`config.mk`:
```
export PLATFORM = sky130hd
export DESIGN_NAME = cs_i2c_regs
export DESIGN_NICKNAME = d
export VERILOG_FILES = /design/src/core/cs_i2c_regs.v /design/src/core/cs_sleep_timer.v /design/src/core/cs_sync2.v
export VERILOG_INCLUDE_DIRS = /design/src /design/src/core
export SDC_FILE = /design/constraint.sdc
export NUM_CORES = 1
export LEC_CHECK = 0
export ABC_AREA = 1
export BUFFER_PORTS_ARGS = -buffer_cell sky130_fd_sc_hd__clkbuf_2
export CORE_MARGIN = 4
export CORE_UTILIZATION = 47
export CTS_CLUSTER_SIZE = 20
export DETAILED_ROUTE_END_ITERATION = 10
export GPL_ROUTABILITY_DRIVEN = 0
export PLACE_DENSITY = 0.71
export SLEW_MARGIN = 20
export SYNTH_ARGS = -nofsm -noshare
export SYNTH_HDL_FRONTEND = slang
export SYNTH_HIERARCHICAL = 1
export SYNTH_SLANG_ARGS = --single-unit
```
`constraint.sdc`:
```
create_clock -name clk -period 2.6 [get_ports clk]
set_input_delay 0.52 -clock clk [delete_from_list [all_inputs] [get_ports clk]]
set_output_delay 0.52 -clock clk [all_outputs]
set_load 0.05 [all_outputs]
```
`src/core/cs_map.vh`:
```
/*
  Constants for the capacitance-sensor upper register bank and its serial slave port:
  register addresses, reset values, field positions, bus address and time figures.
  Assumes it is included by bare name from every design file that needs it.
*/
`ifndef CS_MAP_VH
`define CS_MAP_VH

////////////////////////////////////////////////////////////////////////////////
// Register addresses
`define CS_ADDR_STATUS     8'h00
`define CS_ADDR_TIMER      8'h10
`define CS_ADDR_DAC1       8'h11
`define CS_ADDR_DAC2       8'h12
`define CS_ADDR_SN0        8'h13
`define CS_ADDR_SN1        8'h14
`define CS_ADDR_SN2        8'h15
`define CS_ADDR_SN3        8'h16
`define CS_ADDR_ID         8'h17

////////////////////////////////////////////////////////////////////////////////
// Reset values and fields
`define CS_RST_TIMER       8'h40
`define CS_RST_DAC         8'hc0
`define CS_BIT_DAC_ON      7
`define CS_BIT_AUTO        6
`define CS_CODE_MSB        5
`define CS_CODE_MAX        6'h3f
`define CS_CODE_ZERO       6'h00
`define CS_READ_NONE       8'h00

////////////////////////////////////////////////////////////////////////////////
// Serial bus
`define CS_SLAVE_ADDR      7'h48
`define CS_RW_WRITE        1'h0
`define CS_BYTE_BITS       4'h8
`define CS_LAST_BIT        4'h7
`define CS_BIT_ZERO        4'h0

////////////////////////////////////////////////////////////////////////////////
// Offset tracking step per input range (arbitrary plain values)
`define CS_STEP_R0         6'h01
`define CS_STEP_R1         6'h02
`define CS_STEP_R2         6'h03
`define CS_STEP_R3         6'h04

////////////////////////////////////////////////////////////////////////////////
// Inactivity time unit: 4 hours at the 250 MHz core clock
`define CS_UNIT_HOURS      48'h4
`define CS_SEC_PER_HOUR    48'he10
`define CS_CLK_HZ          48'hee6b280
`define CS_UNIT_CYCLES     (`CS_UNIT_HOURS * `CS_SEC_PER_HOUR * `CS_CLK_HZ)

////////////////////////////////////////////////////////////////////////////////
// Identity defaults (values are arbitrary)
`define CS_SERIAL_DEFAULT  32'h01234567
`define CS_IDENT_DEFAULT   8'h5a

`endif

```
`src/core/cs_i2c_regs.v`:
```
/*
  Upper register bank of a two-channel capacitance sensor with its two-wire serial slave:
  inactivity timer register, two offset-DAC registers with auto tracking, serial number
  and identity bytes. Assumes comparator, threshold-mode and average inputs come from
  core logic on clk, and that SCL/SDA are pins resolved outside (SDA open drain).
*/
`include "cs_map.vh"

module cs_i2c_regs #(
  parameter        AW            = 16,
  parameter [31:0] SERIAL_NUMBER = `CS_SERIAL_DEFAULT,
  parameter [7:0]  CHIP_IDENT    = `CS_IDENT_DEFAULT,
  parameter [47:0] UNIT_CYCLES   = `CS_UNIT_CYCLES
) (
  // Clock and control
  input  wire          clk,
  input  wire          rstn,
  input  wire          ce,
  // Serial bus pins
  input  wire          scl_i,
  input  wire          sda_i,
  output wire          sda_o,
  output wire          sda_oe,
  // Core status
  input  wire          comp_out1,
  input  wire          comp_out2,
  input  wire          adaptive_mode,
  input  wire [1:0]    cap_range,
  // Data averages from the converter core
  input  wire [AW-1:0] avg1,
  input  wire          avg1_valid,
  input  wire [AW-1:0] avg2,
  input  wire          avg2_valid,
  // Offset DAC controls
  output wire          offset_dac_on1,
  output wire          offset_dac_on2,
  output wire [5:0]    offset_code1,
  output wire [5:0]    offset_code2,
  // Power state
  output wire          power_down
);

  ////////////////////////////////////////////////////////////////////////////////
  // Constants

  localparam [6:0] ST_IDLE = 7'h01;
  localparam [6:0] ST_ADDR = 7'h02;
  localparam [6:0] ST_PTR  = 7'h04;
  localparam [6:0] ST_WR   = 7'h08;
  localparam [6:0] ST_ACK  = 7'h10;
  localparam [6:0] ST_RD   = 7'h20;
  localparam [6:0] ST_MACK = 7'h40;

  // Tracking limits: three quarters and one quarter of full range
  localparam [AW-1:0] AVG_HI = {2'b11, {(AW-2){1'b0}}};
  localparam [AW-1:0] AVG_LO = {2'b01, {(AW-2){1'b0}}};

  ////////////////////////////////////////////////////////////////////////////////
  // Pin synchronisation and bus conditions

  wire [1:0] pin_s;
  wire       scl_s = pin_s[1];
  wire       sda_s = pin_s[0];

  cs_sync2 #(
    .W    (2)
  ) u_sync (
    .clk  (clk),
    .rstn (rstn),
    .ce   (ce),
    .d    ({scl_i, sda_i}),
    .q    (pin_s)
  );

  reg scl_d_r;
  reg sda_d_r;

  // Previous synchronised levels for edge finding
  always @(posedge clk) begin
    if (!rstn) begin
      scl_d_r <= 1'b1;
      sda_d_r <= 1'b1;
    end else if (ce) begin
      scl_d_r <= scl_s;
      sda_d_r <= sda_s;
    end
  end

  wire scl_rise = scl_s && !scl_d_r;
  wire scl_fall = !scl_s && scl_d_r;
  wire bus_start = scl_s && scl_d_r && sda_d_r && !sda_s;
  wire bus_stop  = scl_s && scl_d_r && !sda_d_r && sda_s;

  ////////////////////////////////////////////////////////////////////////////////
  // State

  reg [6:0] st_r;
  reg [6:0] ack_to_r;
  reg [3:0] bit_r;
  reg [7:0] sh_r;
  reg [7:0] tx_r;
  reg [7:0] ptr_r;
  reg       oe_r;
  reg       wake_r;
  reg       tmr_wr_r;
  reg [7:0] timer_r;
  reg [7:0] dac1_r;
  reg [7:0] dac2_r;
  reg       comp1_d_r;
  reg       comp2_d_r;

  wire      pd;

  ////////////////////////////////////////////////////////////////////////////////
  // Read data for the addressed register

  reg [7:0] rd_data;

  // Unmapped and lower addresses read as zero here; the pointer itself is never readable
  always @* begin
    case (ptr_r)
      `CS_ADDR_TIMER: rd_data = timer_r;
      `CS_ADDR_DAC1:  rd_data = dac1_r;
      `CS_ADDR_DAC2:  rd_data = dac2_r;
      `CS_ADDR_SN0:   rd_data = SERIAL_NUMBER[31:24];
      `CS_ADDR_SN1:   rd_data = SERIAL_NUMBER[23:16];
      `CS_ADDR_SN2:   rd_data = SERIAL_NUMBER[15:8];
      `CS_ADDR_SN3:   rd_data = SERIAL_NUMBER[7:0];
      `CS_ADDR_ID:    rd_data = CHIP_IDENT;
      default:        rd_data = `CS_READ_NONE;
    endcase
  end

  ////////////////////////////////////////////////////////////////////////////////
  // Offset tracking

  reg [5:0] step;

  // Step follows the selected capacitive input range
  always @* begin
    case (cap_range)
      2'h0:    step = `CS_STEP_R0;
      2'h1:    step = `CS_STEP_R1;
      2'h2:    step = `CS_STEP_R2;
      default: step = `CS_STEP_R3;
    endcase
  end

  // Saturating step keeps the code inside its linear range
  function [5:0] track;
    input [5:0]    code;
    input [AW-1:0] avg;
    input [5:0]    stp;
    begin
      track = code;
      if (avg > AVG_HI) begin
        track = (code > `CS_CODE_MAX - stp) ? `CS_CODE_MAX : code + stp;
      end else if (avg < AVG_LO) begin
        track = (code < stp) ? `CS_CODE_ZERO : code - stp;
      end
    end
  endfunction

  // Tracking is off in fixed threshold mode and while powered down
  wire trk1 = avg1_valid && dac1_r[`CS_BIT_AUTO] && adaptive_mode && !pd;
  wire trk2 = avg2_valid && dac2_r[`CS_BIT_AUTO] && adaptive_mode && !pd;

  ////////////////////////////////////////////////////////////////////////////////
  // Serial slave and register bank

  wire rx_state = (st_r == ST_ADDR) || (st_r == ST_PTR) || (st_r == ST_WR);
  wire addr_hit = (sh_r[7:1] == `CS_SLAVE_ADDR);
  wire wr_hit   = (st_r == ST_WR) && scl_fall && (bit_r == `CS_BYTE_BITS);

  // A host write takes priority over a tracking step in the same cycle
  always @(posedge clk) begin
    if (!rstn) begin
      st_r      <= ST_IDLE;
      ack_to_r  <= ST_IDLE;
      bit_r     <= `CS_BIT_ZERO;
      sh_r      <= 8'h00;
      tx_r      <= 8'h00;
      ptr_r     <= `CS_ADDR_STATUS;
      oe_r      <= 1'b0;
      wake_r    <= 1'b0;
      tmr_wr_r  <= 1'b0;
      timer_r   <= `CS_RST_TIMER;
      dac1_r    <= `CS_RST_DAC;
      dac2_r    <= `CS_RST_DAC;
      comp1_d_r <= 1'b0;
      comp2_d_r <= 1'b0;
    end else if (ce) begin
      wake_r    <= 1'b0;
      tmr_wr_r  <= 1'b0;
      comp1_d_r <= comp_out1;
      comp2_d_r <= comp_out2;

      // Auto tracking of the offset codes
      if (trk1) begin
        dac1_r[`CS_CODE_MSB:0] <= track(dac1_r[`CS_CODE_MSB:0], avg1, step);
      end
      if (trk2) begin
        dac2_r[`CS_CODE_MSB:0] <= track(dac2_r[`CS_CODE_MSB:0], avg2, step);
      end

      if (bus_start) begin
        // Repeated start behaves exactly as a start
        st_r  <= ST_ADDR;
        bit_r <= `CS_BIT_ZERO;
        oe_r  <= 1'b0;
      end else if (bus_stop) begin
        st_r  <= ST_IDLE;
        oe_r  <= 1'b0;
        ptr_r <= `CS_ADDR_STATUS;
      end else begin
        case (st_r)
          ST_IDLE: begin
            oe_r <= 1'b0;
          end
          ST_ADDR, ST_PTR, ST_WR: begin
            if (scl_rise && bit_r != `CS_BYTE_BITS) begin
              sh_r  <= {sh_r[6:0], sda_s};
              bit_r <= bit_r + 4'h1;
            end else if (scl_fall && bit_r == `CS_BYTE_BITS) begin
              bit_r <= `CS_BIT_ZERO;
              if (st_r == ST_ADDR) begin
                if (addr_hit) begin
                  oe_r     <= 1'b1;
                  st_r     <= ST_ACK;
                  wake_r   <= 1'b1;
                  ack_to_r <= (sh_r[0] == `CS_RW_WRITE) ? ST_PTR : ST_RD;
                end else begin
                  st_r <= ST_IDLE;
                end
              end else if (st_r == ST_PTR) begin
                ptr_r    <= sh_r;
                oe_r     <= 1'b1;
                st_r     <= ST_ACK;
                ack_to_r <= ST_WR;
              end else begin
                // Invalid addresses are acknowledged but not loaded
                ptr_r    <= ptr_r + 8'h01;
                oe_r     <= 1'b1;
                st_r     <= ST_ACK;
                ack_to_r <= ST_WR;
              end
            end
          end
          ST_ACK: begin
            if (scl_fall) begin
              bit_r <= `CS_BIT_ZERO;
              if (ack_to_r == ST_RD) begin
                tx_r <= rd_data;
                oe_r <= ~rd_data[7];
                st_r <= ST_RD;
              end else begin
                oe_r <= 1'b0;
                st_r <= ack_to_r;
              end
            end
          end
          ST_RD: begin
            if (scl_fall) begin
              if (bit_r == `CS_LAST_BIT) begin
                oe_r <= 1'b0;
                st_r <= ST_MACK;
              end else begin
                bit_r <= bit_r + 4'h1;
                tx_r  <= {tx_r[6:0], 1'b0};
                oe_r  <= ~tx_r[6];
              end
            end
          end
          ST_MACK: begin
            if (scl_rise) begin
              if (sda_s) begin
                st_r <= ST_IDLE;                            // No acknowledge keeps the pointer
              end else begin
                ptr_r <= ptr_r + 8'h01;
              end
            end else if (scl_fall) begin
              bit_r <= `CS_BIT_ZERO;
              tx_r  <= rd_data;
              oe_r  <= ~rd_data[7];
              st_r  <= ST_RD;
            end
          end
          default: begin
            st_r <= ST_IDLE;
            oe_r <= 1'b0;
          end
        endcase
      end

      // Register writes from the serial port
      if (wr_hit && !bus_start && !bus_stop) begin
        case (ptr_r)
          `CS_ADDR_TIMER: begin
            timer_r  <= sh_r;
            tmr_wr_r <= 1'b1;
          end
          `CS_ADDR_DAC1: dac1_r <= sh_r;
          `CS_ADDR_DAC2: dac2_r <= sh_r;
          default: begin
          end
        endcase
      end
    end
  end

  ////////////////////////////////////////////////////////////////////////////////
  // Inactivity timer

  // Restart on a rising comparator output or a rewrite of the timeout field
  wire tmr_restart = (comp_out1 && !comp1_d_r) || (comp_out2 && !comp2_d_r) || tmr_wr_r;

  cs_sleep_timer #(
    .UNIT_CYCLES (UNIT_CYCLES)
  ) u_timer (
    .clk        (clk),
    .rstn       (rstn),
    .ce         (ce),
    .timeout    (timer_r[5:0]),
    .restart    (tmr_restart),
    .wake       (wake_r),
    .power_down (pd)
  );

  ////////////////////////////////////////////////////////////////////////////////
  // Outputs

  // Open drain: only ever pull low; the serial port stays alive in power-down
  assign sda_o          = 1'b0;
  assign sda_oe         = oe_r;
  assign offset_dac_on1 = dac1_r[`CS_BIT_DAC_ON] && !pd;
  assign offset_dac_on2 = dac2_r[`CS_BIT_DAC_ON] && !pd;
  assign offset_code1   = dac1_r[`CS_CODE_MSB:0];
  assign offset_code2   = dac2_r[`CS_CODE_MSB:0];
  assign power_down     = pd;

endmodule // cs_i2c_regs

```
`src/core/cs_sleep_timer.v`:
```
/*
  Inactivity power-down timer counted in units of four hours.
  Assumes restart and wake are single-cycle pulses on the core clock.
*/
`include "cs_map.vh"

module cs_sleep_timer #(
  parameter [47:0] UNIT_CYCLES = `CS_UNIT_CYCLES
) (
  // Clock and control
  input  wire       clk,
  input  wire       rstn,
  input  wire       ce,
  // Control from the register bank
  input  wire [5:0] timeout,
  input  wire       restart,
  input  wire       wake,
  // State
  output wire       power_down
);

  reg  [47:0] pre_r;
  reg  [5:0]  units_r;
  reg         pd_r;

  wire        armed     = (timeout != `CS_CODE_ZERO);
  wire        unit_tick = (pre_r == UNIT_CYCLES - 48'h1);
  wire        expire    = armed && !pd_r && !restart && unit_tick && (units_r + 6'h01 == timeout);

  // Prescaler gives the slow time base; field counts whole units
  always @(posedge clk) begin
    if (!rstn) begin
      pre_r   <= 48'h0;
      units_r <= 6'h00;
      pd_r    <= 1'b0;
    end else if (ce) begin
      if (!armed || restart || wake || pd_r) begin
        pre_r   <= 48'h0;
        units_r <= 6'h00;
      end else if (unit_tick) begin
        pre_r   <= 48'h0;
        units_r <= units_r + 6'h01;
      end else begin
        pre_r   <= pre_r + 48'h1;
      end
      // Expiry wins over a wake in the same cycle
      if (expire) begin
        pd_r <= 1'b1;
      end else if (wake) begin
        pd_r <= 1'b0;
      end
    end
  end

  assign power_down = pd_r;

endmodule // cs_sleep_timer

```
`src/core/cs_sync2.v`:
```
/*
  Two-flop synchroniser for a group of asynchronous inputs.
  Assumes the inputs are pins; only the second stage may be read.
*/
module cs_sync2 #(
  parameter W = 1
) (
  // Clock and control
  input  wire         clk,
  input  wire         rstn,
  input  wire         ce,
  // Data
  input  wire [W-1:0] d,
  output wire [W-1:0] q
);

  reg [W-1:0] meta_r;
  reg [W-1:0] sync_r;

  // First stage feeds only the second stage; resets to idle-high bus level
  always @(posedge clk) begin
    if (!rstn) begin
      meta_r <= {W{1'b1}};
      sync_r <= {W{1'b1}};
    end else if (ce) begin
      meta_r <= d;
      sync_r <= meta_r;
    end
  end

  assign q = sync_r;

endmodule // cs_sync2
```
**Yosys cells after proc, flatten, opt, wreduce, memory -nomap -nowiden**

Cells that the tools add are included.
Widths: inputs -> output; s select.

- Output and inout port bits: 17
- Memory bits (read-only): 0
- Memories: 0
- Flip-flop bits (word level): 131
- Bits in latches: 0
- Bits in writable memories: 0
- Word-level logic and storage cells: 245
- Input port bits: 44

- Equal/unequal tests: 52
- Reductions and logical operators: 63
- Multiply operators: 0
- Shift operators: 0
- Divide/modulo/power cells: 0
- Add/sub/neg operators: 9
- $lt $le $gt $ge: 8
- Bitwise operators: 5
- Mux-type cells: 85

Operator list:

| cell | count |
|---|---|
| $mux 7 | 20 |
| $mux 6 | 17 |
| $mux 48 | 2 |
| $eq 8x5->1 const B | 8 |
| $pmux 8 s8 | 1 |
| $mux 8 | 7 |
| $add 48x1->48 const B | 1 |
| $eq 48x42->1 const B | 1 |
| $ne 4x4->1 const B | 9 |
| $pmux 7 s5 | 1 |
| $gt 16x16->1 const B | 2 |
| $lt 16x15->1 const B | 2 |
| $mux 4 | 8 |
| $logic_and 1x1->1 | 27 |
| $ne 3x3->1 const B | 9 |
| $mux 1 | 23 |
| $pmux 7 s3 | 1 |
| $ne 2x2->1 const B | 8 |
| $pmux 4 s4 | 1 |
| $pmux 8 s2 | 1 |
| $reduce_and 8->1 | 2 |
| $eq 7x6->1 const B | 2 |
| $eq 7x7->1 const B | 2 |
| $reduce_and 7->1 | 2 |
| 37 further kinds | 65 |

**Depth between registers and ports, before layout**

Gate-level depths: netlist (run 1).

- Depth after elaboration: 10
- Depth in mapped cells: 16
- Gate-level depth less buffers: 16

**Cells and area by module**

Netlist (run 1), hierarchy kept.

By module, submodules not included:

| module | sequential area each (um2) | cells each | times used | area each (um2) |
|---|---|---|---|---|
| cs_i2c_regs | 1381.3 | 865 | 1 | 5396.4 |
| cs_sleep_timer | 1101.1 | 550 | 1 | 3550.9 |
| cs_sync2 | 80.1 | 17 | 1 | 133.9 |

**Worst setup path after synthesis (run 1)**

Ideal clock, no wire load.

- Kind: input to register
- Start point: input cap_range[0]
- End point: register dac1_r[5]
- Stages on the path: 15
- Setup slack: 0.308 ns
- Buffers on the path: 0
- Library setup time: 0.132 ns
- Arrival time: 2.160 ns
- Path through: ha_1 > inv_1 > fa_1 > nand2_1 > nand2_1 > nor2_1 > nand3_1 > nand2_1 > inv_1 > nand3_1 > nand2_1 > nand2_1 > nand2_1 > nand2_1 > a21oi_1

- Longest elaborated chain between the ends: 9

RTL lines:

| what | line | text |
|---|---|---|
| start: declaration | cs_i2c_regs.v:28 | `input wire [1:0] cap_range,` |
| $eq 2x2->1, or another cell as far along | cs_i2c_regs.v:141 | `case (cap_range)` |
| $pmux 3 s3 * | cs_i2c_regs.v:141 |  |
| $sub 6x6->6 (no line), or another cell as far along | n/a |  |
| $gt 6x6->1 / $mux 6 (equally long branches) | cs_i2c_regs.v:157, cs_i2c_regs.v:159 |  |
| $mux 6, on equally long branches | cs_i2c_regs.v:157, cs_i2c_regs.v:158 |  |
| $mux 6 * | cs_i2c_regs.v:156 | `if (avg > AVG_HI) begin` |
| $mux 6 * | cs_i2c_regs.v:199 | `if (trk1) begin` |
| $mux 6 | cs_i2c_regs.v:297 | `case (ptr_r)` |
| $mux 6 * | cs_i2c_regs.v:296 | `if (wr_hit && !bus_start && !bus_stop) begin` |
| end signal: assignment | cs_i2c_regs.v:188 | `` dac1_r <= `CS_RST_DAC; `` |
| end signal: indexed assignment | cs_i2c_regs.v:200 | `` dac1_r[`CS_CODE_MSB:0] <= track(dac1_r[`CS_CODE_MSB:0], avg1, step); `` |
| end signal: assignment | cs_i2c_regs.v:302 | `` `CS_ADDR_DAC1: dac1_r <= sh_r; `` |
| end: declaration | cs_i2c_regs.v:107 | `reg [7:0] dac1_r;` |

Every way passes the cells marked *; elsewhere a longest branch is shown, timed or not.
A chain may end at the register's enable or synchronous reset.

**Worst setup path after layout (run 1)**

- Start point: register u_sync.sync_r[1] (netlist: u_sync/q[1])
- End point: register dac1_r[4]

- Longest elaborated chain between the ends: 7

RTL lines:

| what | line | text |
|---|---|---|
| start: declaration | cs_sync2.v:18 | `reg [W-1:0] sync_r;` |
| start signal: assignment | cs_sync2.v:24 | `sync_r <= {W{1'b1}};` |
| start signal: assignment | cs_sync2.v:27 | `sync_r <= meta_r;` |
| $logic_not 1->1 / $logic_and 1x1->1 (equally long branches) | cs_i2c_regs.v:90, cs_i2c_regs.v:91, cs_i2c_regs.v:92 |  |
| $logic_and 1x1->1, on equally long branches | cs_i2c_regs.v:90, cs_i2c_regs.v:91 |  |
| $logic_and 1x1->1, on equally long branches | cs_i2c_regs.v:173, cs_i2c_regs.v:91 |  |
| $logic_and 1x1->1 / $logic_not 1->1 (equally long branches) | cs_i2c_regs.v:173, cs_i2c_regs.v:296 |  |
| $logic_and 1x1->1 | cs_i2c_regs.v:296 |  |
| $logic_and 1x1->1 * | cs_i2c_regs.v:296 |  |
| $mux 6 * | cs_i2c_regs.v:296 |  |

Marked as above.

==> results of run 1 <==
## power by group
| part | switching (mW) | internal [mW] |
|---|---|---|
| clock | 0.874 | 1.46 |
| sequential | 0.0870 | 2.05 |
| combinational | 0.641 | 0.310 |
## metal layers
metal / share of wire / wire length (um) / GRT usage / up-vias
li1: - / - / - / 4653
met1: 0.49 / 11570 / 0.3295 / 4115
met2: 0.42 / 9955 / 0.3259 / 312
met3: 0.082 / 1935 / 0.04411 / 19
met4: 0.0088 / 208 / 0.04380 / 0
met5: 0 / 0 / 0 / -
## Yosys cell counts, types with 7 or more instances
cell type	instances	share of area
a211oi_1	8	0.0066
a21oi_1	84	0.046
buf_4	18	0.015
clkbuf_1	8	0.0033
dfxtp_1	128	0.28
ha_1	26	0.036
inv_1	171	0.071
inv_2	10	0.0041
nand2_1	382	0.16
nand3_1	103	0.057
nand3_2	8	0.0088
nand4_1	29	0.020
nor2_1	193	0.080
nor2_2	32	0.022
nor2_4	9	0.011
nor3_1	18	0.0099
o21ai_0	63	0.035
o21ai_1	22	0.012
or2_2	9	0.0062
xnor2_1	7	0.0068
xor2_1	38	0.037
## sequential cells by signal, indices dropped and copies added (netlist names)
| register | flops |
|---|---|
| comp2_d_r | 1 |
| sda_oe | 1 |
| st_r | 7 |
| timer_r | 8 |
| u_timer/pre_r | 48 |
| bit_r | 4 |
| ack_to_r | 4 |
| tmr_wr_r | 1 |
| sda_d_r | 1 |
| comp1_d_r | 1 |
| sh_r | 8 |
| tx_r | 7 |
| scl_d_r | 1 |
| wake_r | 1 |
| dac2_r | 8 |
| dac1_r | 8 |
| u_timer/power_down | 1 |
| u_timer/units_r | 6 |
| ptr_r | 8 |
| u_sync/q | 2 |
| u_sync/meta_r | 2 |
## path summary, 6_finish.rpt
kind	from	endpoint	depth (start not counted)	slack (ps)
worst min register to register	ack_to_r[0]	ack_to_r[0]	2	440
worst min-delay path	sda_i	u_sync/meta_r[0]	3	310
worst max register to register	u_sync/q[1]	dac1_r[4]	11	320
worst max-delay path	u_sync/q[1]	dac1_r[4]	11	320
## worst register-to-register path, stage by stage (launching register included)
cell and delay [ps]:
dfxtp_1 340, ha_1 200, inv_1 140, nor3_4 110, inv_2 140, nand2_2 80, nor2_1 380, nand3_2 350
o21ai_1 240, inv_1 60, nand2_1 60, a21oi_1 50
## kinds of logic after synthesis
logic type	count (synthesis)
other	1
flip-flops	128
AO/OA/AOI/OAI	190
buffers and inverters	226
adder cells (fa/ha/maj)	30
XOR/XNOR	45
AND/OR/NAND/NOR	812
## layout make-up
cell class,instances,area [um2],area share
sequential,128,2562,0.2552
multi-input combinational,1078,5510,0.5489
timing repair buffer,70,377.9,0.03764
inverter,183,686.9,0.06842
tap,260,325.3,0.03240
clock buffer,23,467.9,0.04661
clock inverter,9,108.9,0.01084
==> results.md, run 1 <==
- Place WS: 139.5 ps
- Vias: 9099
- Xor-xnor portion of the synthesized cell area: 0.04340
- Rows: 50
- Post-detail-place hpwl: 17.92 mm
- Synth Instances: 1432
- Largest net degree at the start of global routing: 45
- Critical path startpoint category: flip-flop
- Main synth FF type: dfxtp_1
- Number of detailed-route iterations in the first pass: 6
- DRC violations left: 0
- Fin util: 0.5332
- Fin nets: 1552
- CP Capture Type: flip-flop
- Clk buf depth: 2
- Vias per Instance: 5.196
- Final min period: 2277 ps
- Finished Layout Cells: 1751
- Number of flops mapped to enable cells by yosys: 0
- Die Span Y: 147 um
- Worst EP arrival: 2560 ps
- Final hold vios: 0
- Grt ovf: 0
- Synth Area per Inst: about 6.3 um2
- Most common cell after layout, fill and taps aside: nand2_1
- Antenna Nets Post-Route: 0
- Worst hold path class: in2reg
- I/O pin count: 61
- Resized cells post-CTS: 0
- Max cap viols: 0
- LEAKAGE: 4.351 nW
- Worst-Margin Slew: 669.1 ps
- Setup TNS: 0 ps
- Layout area overhead: 10.55%
- Period utilisation layout: 0.8759
- Iter 0 DRT Violations: roughly 670
- Post-synthesis simple-gate area fraction: 0.4067
- Die area: roughly 0.022 mm2
- CP Max Fanout: 12
- VDD IR max: 511.9 uV
- YS warnings: 6
- WP data required: between 2000 and 3000 ps
- Routed WL per cell: roughly 14 um
- Initial antenna violation count: 0
- Overall power: 5.416 mW
- Adder-cell share of the synthesized area: 0.04464
- Cts hold-fix bufs: 0
- Worst Skew: 10.07 ps
- Crit Path Category: reg2reg
- Clock root buffer: clkbuf_16
- CTS Buf Count: 17
- N_diodes: 0
- Placed insts: 1719
- Post-synthesis mux area share: 0
- Post-Syn Nets: 1506
- Post-CTS Setup Bufs: 0
- Crit-path cells: ha_1 > inv_1 > nor3_4 > inv_2 > nand2_2 > nor2_1 > nand3_2 > o21ai_1 > inv_1 > nand2_1 > a21oi_1
- FFs w/ async S/R, synth: 0
- Vias in the first global route: 8200
- Crit-path slowest cell: nor2_1
- Slew Limit Fails: 0
- Clk_lat worst skew: 420 ps
- Die Wd: 147 um
- Final setup viols: 0
- Synth unique cells: 49
- Post-synthesis compound-gate area fraction: 0.1116
- Largest delay contributor family on the critical path: simple AND/OR/NAND/NOR gates
- PD cells: approximately 540 mW/mm2
- Synthesis-stage register bit count: 128
- RSZ-0062 raised after global routing: false
- Cell area after synthesis: 0.009081 mm2
- I/O Buffers: 59
- Max Clock Freq: 0.4391 GHz
- Hold WS: 306.9 ps
- Worst path bufs/invs: 3
- Setup ws final: 322.7 ps
- Clk sinks: approximately 130
- Status: complete, no violations
- Initial core utilization: 0.4823
- Leading cell types in the layout, fill and taps excluded: nand2_1 (382), nor2_1 (193), inv_1 (171)
- Largest family of logic cells by synthesized area: simple AND/OR/NAND/NOR gates
- Placed Area: 0.009463 mm2
- Relative slew margins: 0.5506
- Fill count: 1864
- CTS clock-pin slew for the worst setup and hold paths: 50 ps
- CTS tree: built
- Core Area: 0.01883 mm2
- Drt total wl: 23.67 mm
- First-pass GRT wire length: 39.80 mm
- Total track usage: 0.2192
- Layout cells sized above 1: 0.1281
- Cell mode on critical path: inv_1
- Critical Path Max Stage Delay: 380 ps
- Final Instance Area: 0.01004 mm2
- H-tree depth: 4
- Sequential area share after synthesis: 0.2822
No activity file was read; power rests on OpenSTA's default activity.
==> run 2, diff against run 1 <==
Settings changed: RECOVER_POWER from default to 50.
==> run 2 against run 1 <==
Clock-buffer cell count is the same. Cell count unchanged. Sequential cell count stayed put. Register-to-register slack got worse by 60 ps. Sequential power barely moved. Sequential share of layout area up 0.21 points. Hold slack worse by 1.4 ps. Die area unchanged. Non-clock buffer count did not move. First-iteration DRC count up 9.8%. Critical endpoint unchanged. Largest power group unchanged.
==> results.md, run 2 (synthesis gave the netlist of run 1 again) <==
- Status: complete, no violations
- Met3 WL post-DR: 1.892 mm
- Switching portion of total power: 0.2953
- Clock root buffer: clkbuf_16
- Die Span Y: 147 um
- H-tree depth: 4
- Clk network pwr share: 0.432
- Area of the multi-input gates: 0.005456 mm2
- First-pass GRT wire length: slightly below 40 mm
- Drt total wl: ~24 mm
- I/O Buffers: 59
- Reg2reg end: dac1_r[4]
- Die Wd: approximately 150 um
- Worst r2r src: u_sync/q[1]
- WL met2: approximately 9.9 mm
- Worst EP arrival: between 2000 and 3000 ps
- Comb pwr share: 0.173
- DRT met1 WL: ~12 mm
- Critical path startpoint category: flip-flop
- Die area: 0.02161 mm2
- Worst hold path depth: 3
- Worst Skew: 8.423 ps
- Flop pwr share: 0.395
- Register area: 0.002562 mm2
- Hold worst-path end: u_sync/meta_r[0]
- I/O pin count: 61
- Final min period: 2341 ps
- Grt ovf: 0
- Worst R2R Setup Slack: 260 ps
- Cts hold-fix bufs: 0
- Initial antenna violation count: 0
- Reg2Reg Depth: 11
- Final hold vios: 0
- Period utilisation layout: 0.9005
- WP data required: approximately 2900 ps
- Number of detailed-route iterations in the first pass: 6
- Min-delay src: sda_i
- Initial core utilization: 0.4823
- PD cells: 542.4 mW/mm2
- Final setup viols: 0
- CP Max Fanout: 12
- CP Capture Type: flip-flop
- CTS Buf Count: 17
- Clk_lat worst skew: about 420 ps
- Max cap viols: 0
- N_diodes: 0
- Max Used Layer: met4
- Routed WL per cell: 13.55 um
- Most common cell after layout, fill and taps aside: nand2_1
- Worst-Margin Slew: 1075 ps
- CTS clock-pin slew for the worst setup and hold paths: about 50 ps
- VDD IR max: 515.9 uV
- Layout area overhead: 9.658%
- DRC violations left: 0
- Max Clock Freq: approximately 0.43 GHz
- Post-CTS Setup Bufs: 0
- Relative slew margins: 0.2832
- CTS tree: built
- Setup TNS: 0 ps
- Core Area: about 0.019 mm2
- Slew Limit Fails: 0
- Hold WS: 305.5 ps
- Post-detail-place hpwl: between 15 and 20 mm
- Vias: 9141
- Fill count: 1871
- Largest Register: u_timer/pre_r
- Clk sinks: around 130
- Iter 0 DRT Violations: between 700 and 800
- Fin nets: 1552
- Pint: 3.807 mW
- Largest net degree at the start of global routing: 45
- LEAKAGE: 4.283 nW
- Resized cells post-CTS: 0
- Leading cell types in the layout, fill and taps excluded: nand2_1 (384), nor2_1 (201), inv_1 (172)
- Psw: 1.595 mW
- Layout cells sized above 1: 0.1073
- Vias in the first global route: 8200
- Clk buf depth: 2
- Largest register FFs: 48
- RSZ-0062 raised after global routing: false
- Vias per Instance: 5.220
- Total track usage: 0.2192
- Worst hold path class: in2reg
- Rows: 50
- Antenna Nets Post-Route: 0
- Crit Path Category: reg2reg
==> run 2: worst max-delay path by stage <==
stage                      start         end
finish               u_sync/q[1]   dac1_r[4]
detailed placement  cap_range[0]   dac1_r[4]
CTS                  u_sync/q[1]  timer_r[7]
floorplan           cap_range[0]   dac1_r[5]
global route             st_r[4]     st_r[5]
global placement    cap_range[0]   dac1_r[3]
==> run 2: cell type report <==
cell class	count	share of cell area
Tap cell	260	0.03267
Clock inverter	9	0.01093
Clock buffer	23	0.04699
Inverter	183	0.06898
Multi-Input combinational cell	1078	0.5479
Sequential cell	128	0.2573
Timing Repair Buffer	70	0.03518
==> run 2: layer usage <==
layer / up-vias / global-route usage
li1: 4652 / -
met1: 4140 / 0.3295
met2: 323 / 0.3259
met3: 26 / 0.04411
met4: 0 / 0.04380
met5: - / 0
==> run 2: stage by stage <==
stage	setup slack (ps)	cell area, um2	total power, mW	utilization	std cells
floorplan	308.1	9081	2.922	-	1432
global placement	178.1	9463	3.089	0.5025	1719
detailed placement	139.5	9463	3.109	0.5025	1719
CTS	372.0	10040	5.439	0.5332	1751
global route	91.48	9958	5.673	0.5288	1751
finish	258.6	9958	5.401	0.5288	1751
==> run 2: power by group through the flow <==
stage	Combinational [mW]	Sequential, mW	Clock, mW
floorplan	0.770	2.15	0
global placement	0.917	2.17	0
detailed placement	0.936	2.17	0
CTS	0.942	2.13	2.37
global route	1.07	2.14	2.46
finish	0.934	2.13	2.34
==> run 2: worst max-delay path: stages (launching register included) <==
cell and delay (ps):
dfxtp_1 330, ha_1 200, inv_1 140, nor3_4 110
inv_2 130, nand2_1 100, nor2_1 390, nand3_2 350
o21ai_1 250, inv_1 60, nand2_1 60, a21oi_1 50
==> run 3, diff against run 2 <==
Settings changed: CELL_PAD_IN_SITES_DETAIL_PLACEMENT from default to 0, CELL_PAD_IN_SITES_GLOBAL_PLACEMENT from default to 1, CORE_UTILIZATION 47 to 44, PLACE_DENSITY 0.71 to 0.89.
==> run 3 against run 2 <==
Worst setup slack improved by 76 ps. Fmax grew 3.3%. Via count decreased by 2.4%. First-iteration DRC count shrank 17%. Routed wire length rose by 2.6%. Power increased by 2.5%. Register-to-register slack better by 80 ps. Critical path depth is the same. Sequential cell count is the same. Clock skew about the same. Utilization fell by 3.5 points. Clock power increased by 5%.
==> results.md, run 3 (synthesis gave the netlist of run 1 again) <==
- Routed WL per cell: 13.80 um
- Final min period: 2265 ps
- Period utilisation layout: 0.8713
- Rows: 52
- Iter 0 DRT Violations: 616
- CP Capture Type: flip-flop
- Crit-path cells: ha_1 > inv_1 > nor3_4 > inv_2 > nand2_1 > nor2_1 > nand3_2 > o21ai_1 > inv_1 > nand2_1 > a21oi_1
- First-pass GRT wire length: 39.94 mm
- Worst-Margin Slew: 1108 ps
- WP data required: 2910 ps
- Hold WS: 321.8 ps
- Worst Skew: between 8 and 9 ps
- Placed Area: 0.009518 mm2
- Layout cells sized above 1: 0.1052
- Critical path startpoint category: flip-flop
- Worst path bufs/invs: 3
- Relative slew margins: 0.2613
- H-tree depth: 4
- Die Wd: 151.7 um
- Max Clock Freq: ~0.44 GHz
- Max Used Layer: met4
- CTS tree: built
- Critical Path Max Stage Delay: 350 ps
- Final hold vios: 0
- Clock root buffer: clkbuf_16
- Vias per Instance: between 5 and 6
- Largest register FFs: 48
- Layout area overhead: 10.39%
- I/O pin count: roughly 60
- Worst hold path class: in2reg
- Initial antenna violation count: 0
- Number of detailed-route iterations in the first pass: 6
- Die area: 0.02300 mm2
- CP startpoint: u_sync/q[1]
- Final Instance Area: 0.01002 mm2
- Fin nets: between 1500 and 2000
- Min-delay src: sda_i
- DRT met1 WL: approximately 11 mm
- Clk buf depth: 2
- Largest Register: u_timer/pre_r
- Slew Limit Fails: 0
- Vias in the first global route: 8207
- Largest delay contributor family on the critical path: simple AND/OR/NAND/NOR gates
- Met3 WL post-DR: 1.066 mm
- Crit Path Category: reg2reg
- Fin util: 0.4938
- RSZ-0062 raised after global routing: false
- Clk_lat worst skew: 430 ps
- DRC violations left: 0
- Most common cell after layout, fill and taps aside: nand2_1
- Max cap viols: 0
- LEAKAGE: 4.322 nW
- Antenna Nets Post-Route: 0
- Core Area: slightly above 0.02 mm2
- I/O Buffers: 59
- Grt ovf: 0
- Vias: 8918
- Worst r2r src: u_sync/q[1]
- Die Span Y: about 150 um
- Largest net degree at the start of global routing: 44
- Clk sinks: 128
- Leading cell types in the layout, fill and taps excluded: nand2_1 (382), nor2_1 (210), inv_1 (172)
- Final setup viols: 0
- Cts hold-fix bufs: 0
- VDD IR max: 511.3 uV
- Total track usage: 0.2149
- Setup TNS: 0 ps
- Initial core utilization: 0.4474
- Crit-path slowest cell: dfxtp_1
- Post-detail-place hpwl: ~18 mm
- Status: complete, no violations
- CTS Buf Count: 17
- CP Max Fanout: 12
- WL met2: around 11 mm
- N_diodes: 0
- PD cells: about 550 mW/mm2
- Drt total wl: 24.33 mm
- Worst EP arrival: 2580 ps
- CTS clock-pin slew for the worst setup and hold paths: 60 ps
## run 3: timing repair
item,4_1_cts,5_1_grt
resized for setup,0,1
endpoints found under the setup margin,0,1
buffers inserted,0,0
## run 3: layer usage
metal / global-route usage / vias to the layer above
met5: 0 / -
met4: 0.06963 / 0
li1: - / 4654
met1: 0.2823 / 4024
met2: 0.3636 / 210
met3: 0.03123 / 30
## run 3: path summary, 6_finish.rpt
path | to | slack (ps) | cells after the start
setup / recovery | dac1_r[5] | 330 | 11
hold / removal | u_sync/meta_r[0] | 320 | 3
setup reg to reg | dac1_r[5] | 330 | 11
hold reg to reg | ack_to_r[0] | 460 | 2
## run 3: layout make-up
type,instances,area [um2]
fill,2142,10270
timing repair buffer,74,390.4
clock inverter,10,137.6
clock buffer,20,456.7
inverter,183,686.9
multi-input combinational,1078,5453
sequential,128,2562
tap,270,337.8
## run 3: report_power, final
group,total (mW),switching (mW),internal [mW],leakage [nW]
combinational,0.953,0.641,0.312,3.00
clock,2.45,0.910,1.54,0.288
sequential,2.13,0.0859,2.04,1.04
## run 3: worst reg2reg max path, stage by stage (launching register included)
cell and delay, ps:
dfxtp_1 350, ha_1 210, inv_1 140, nor3_4 100, inv_2 120, nand2_1 110
nor2_1 330, nand3_2 350, o21ai_1 260, inv_1 70, nand2_1 70, a21oi_1 50
## run 3: through the flow
stage / power, mW / instances / worst slack (ps)
5_1_grt: 5.811 / 1763 / 88.67
2_1_floorplan: 2.922 / 1432 / 308.1
6_report: 5.537 / 1763 / 334.5
3_5_place_dp: 3.125 / 1733 / 116.2
4_1_cts: 5.592 / 1763 / 268.1
3_3_place_gp: 3.110 / 1733 / 184.6
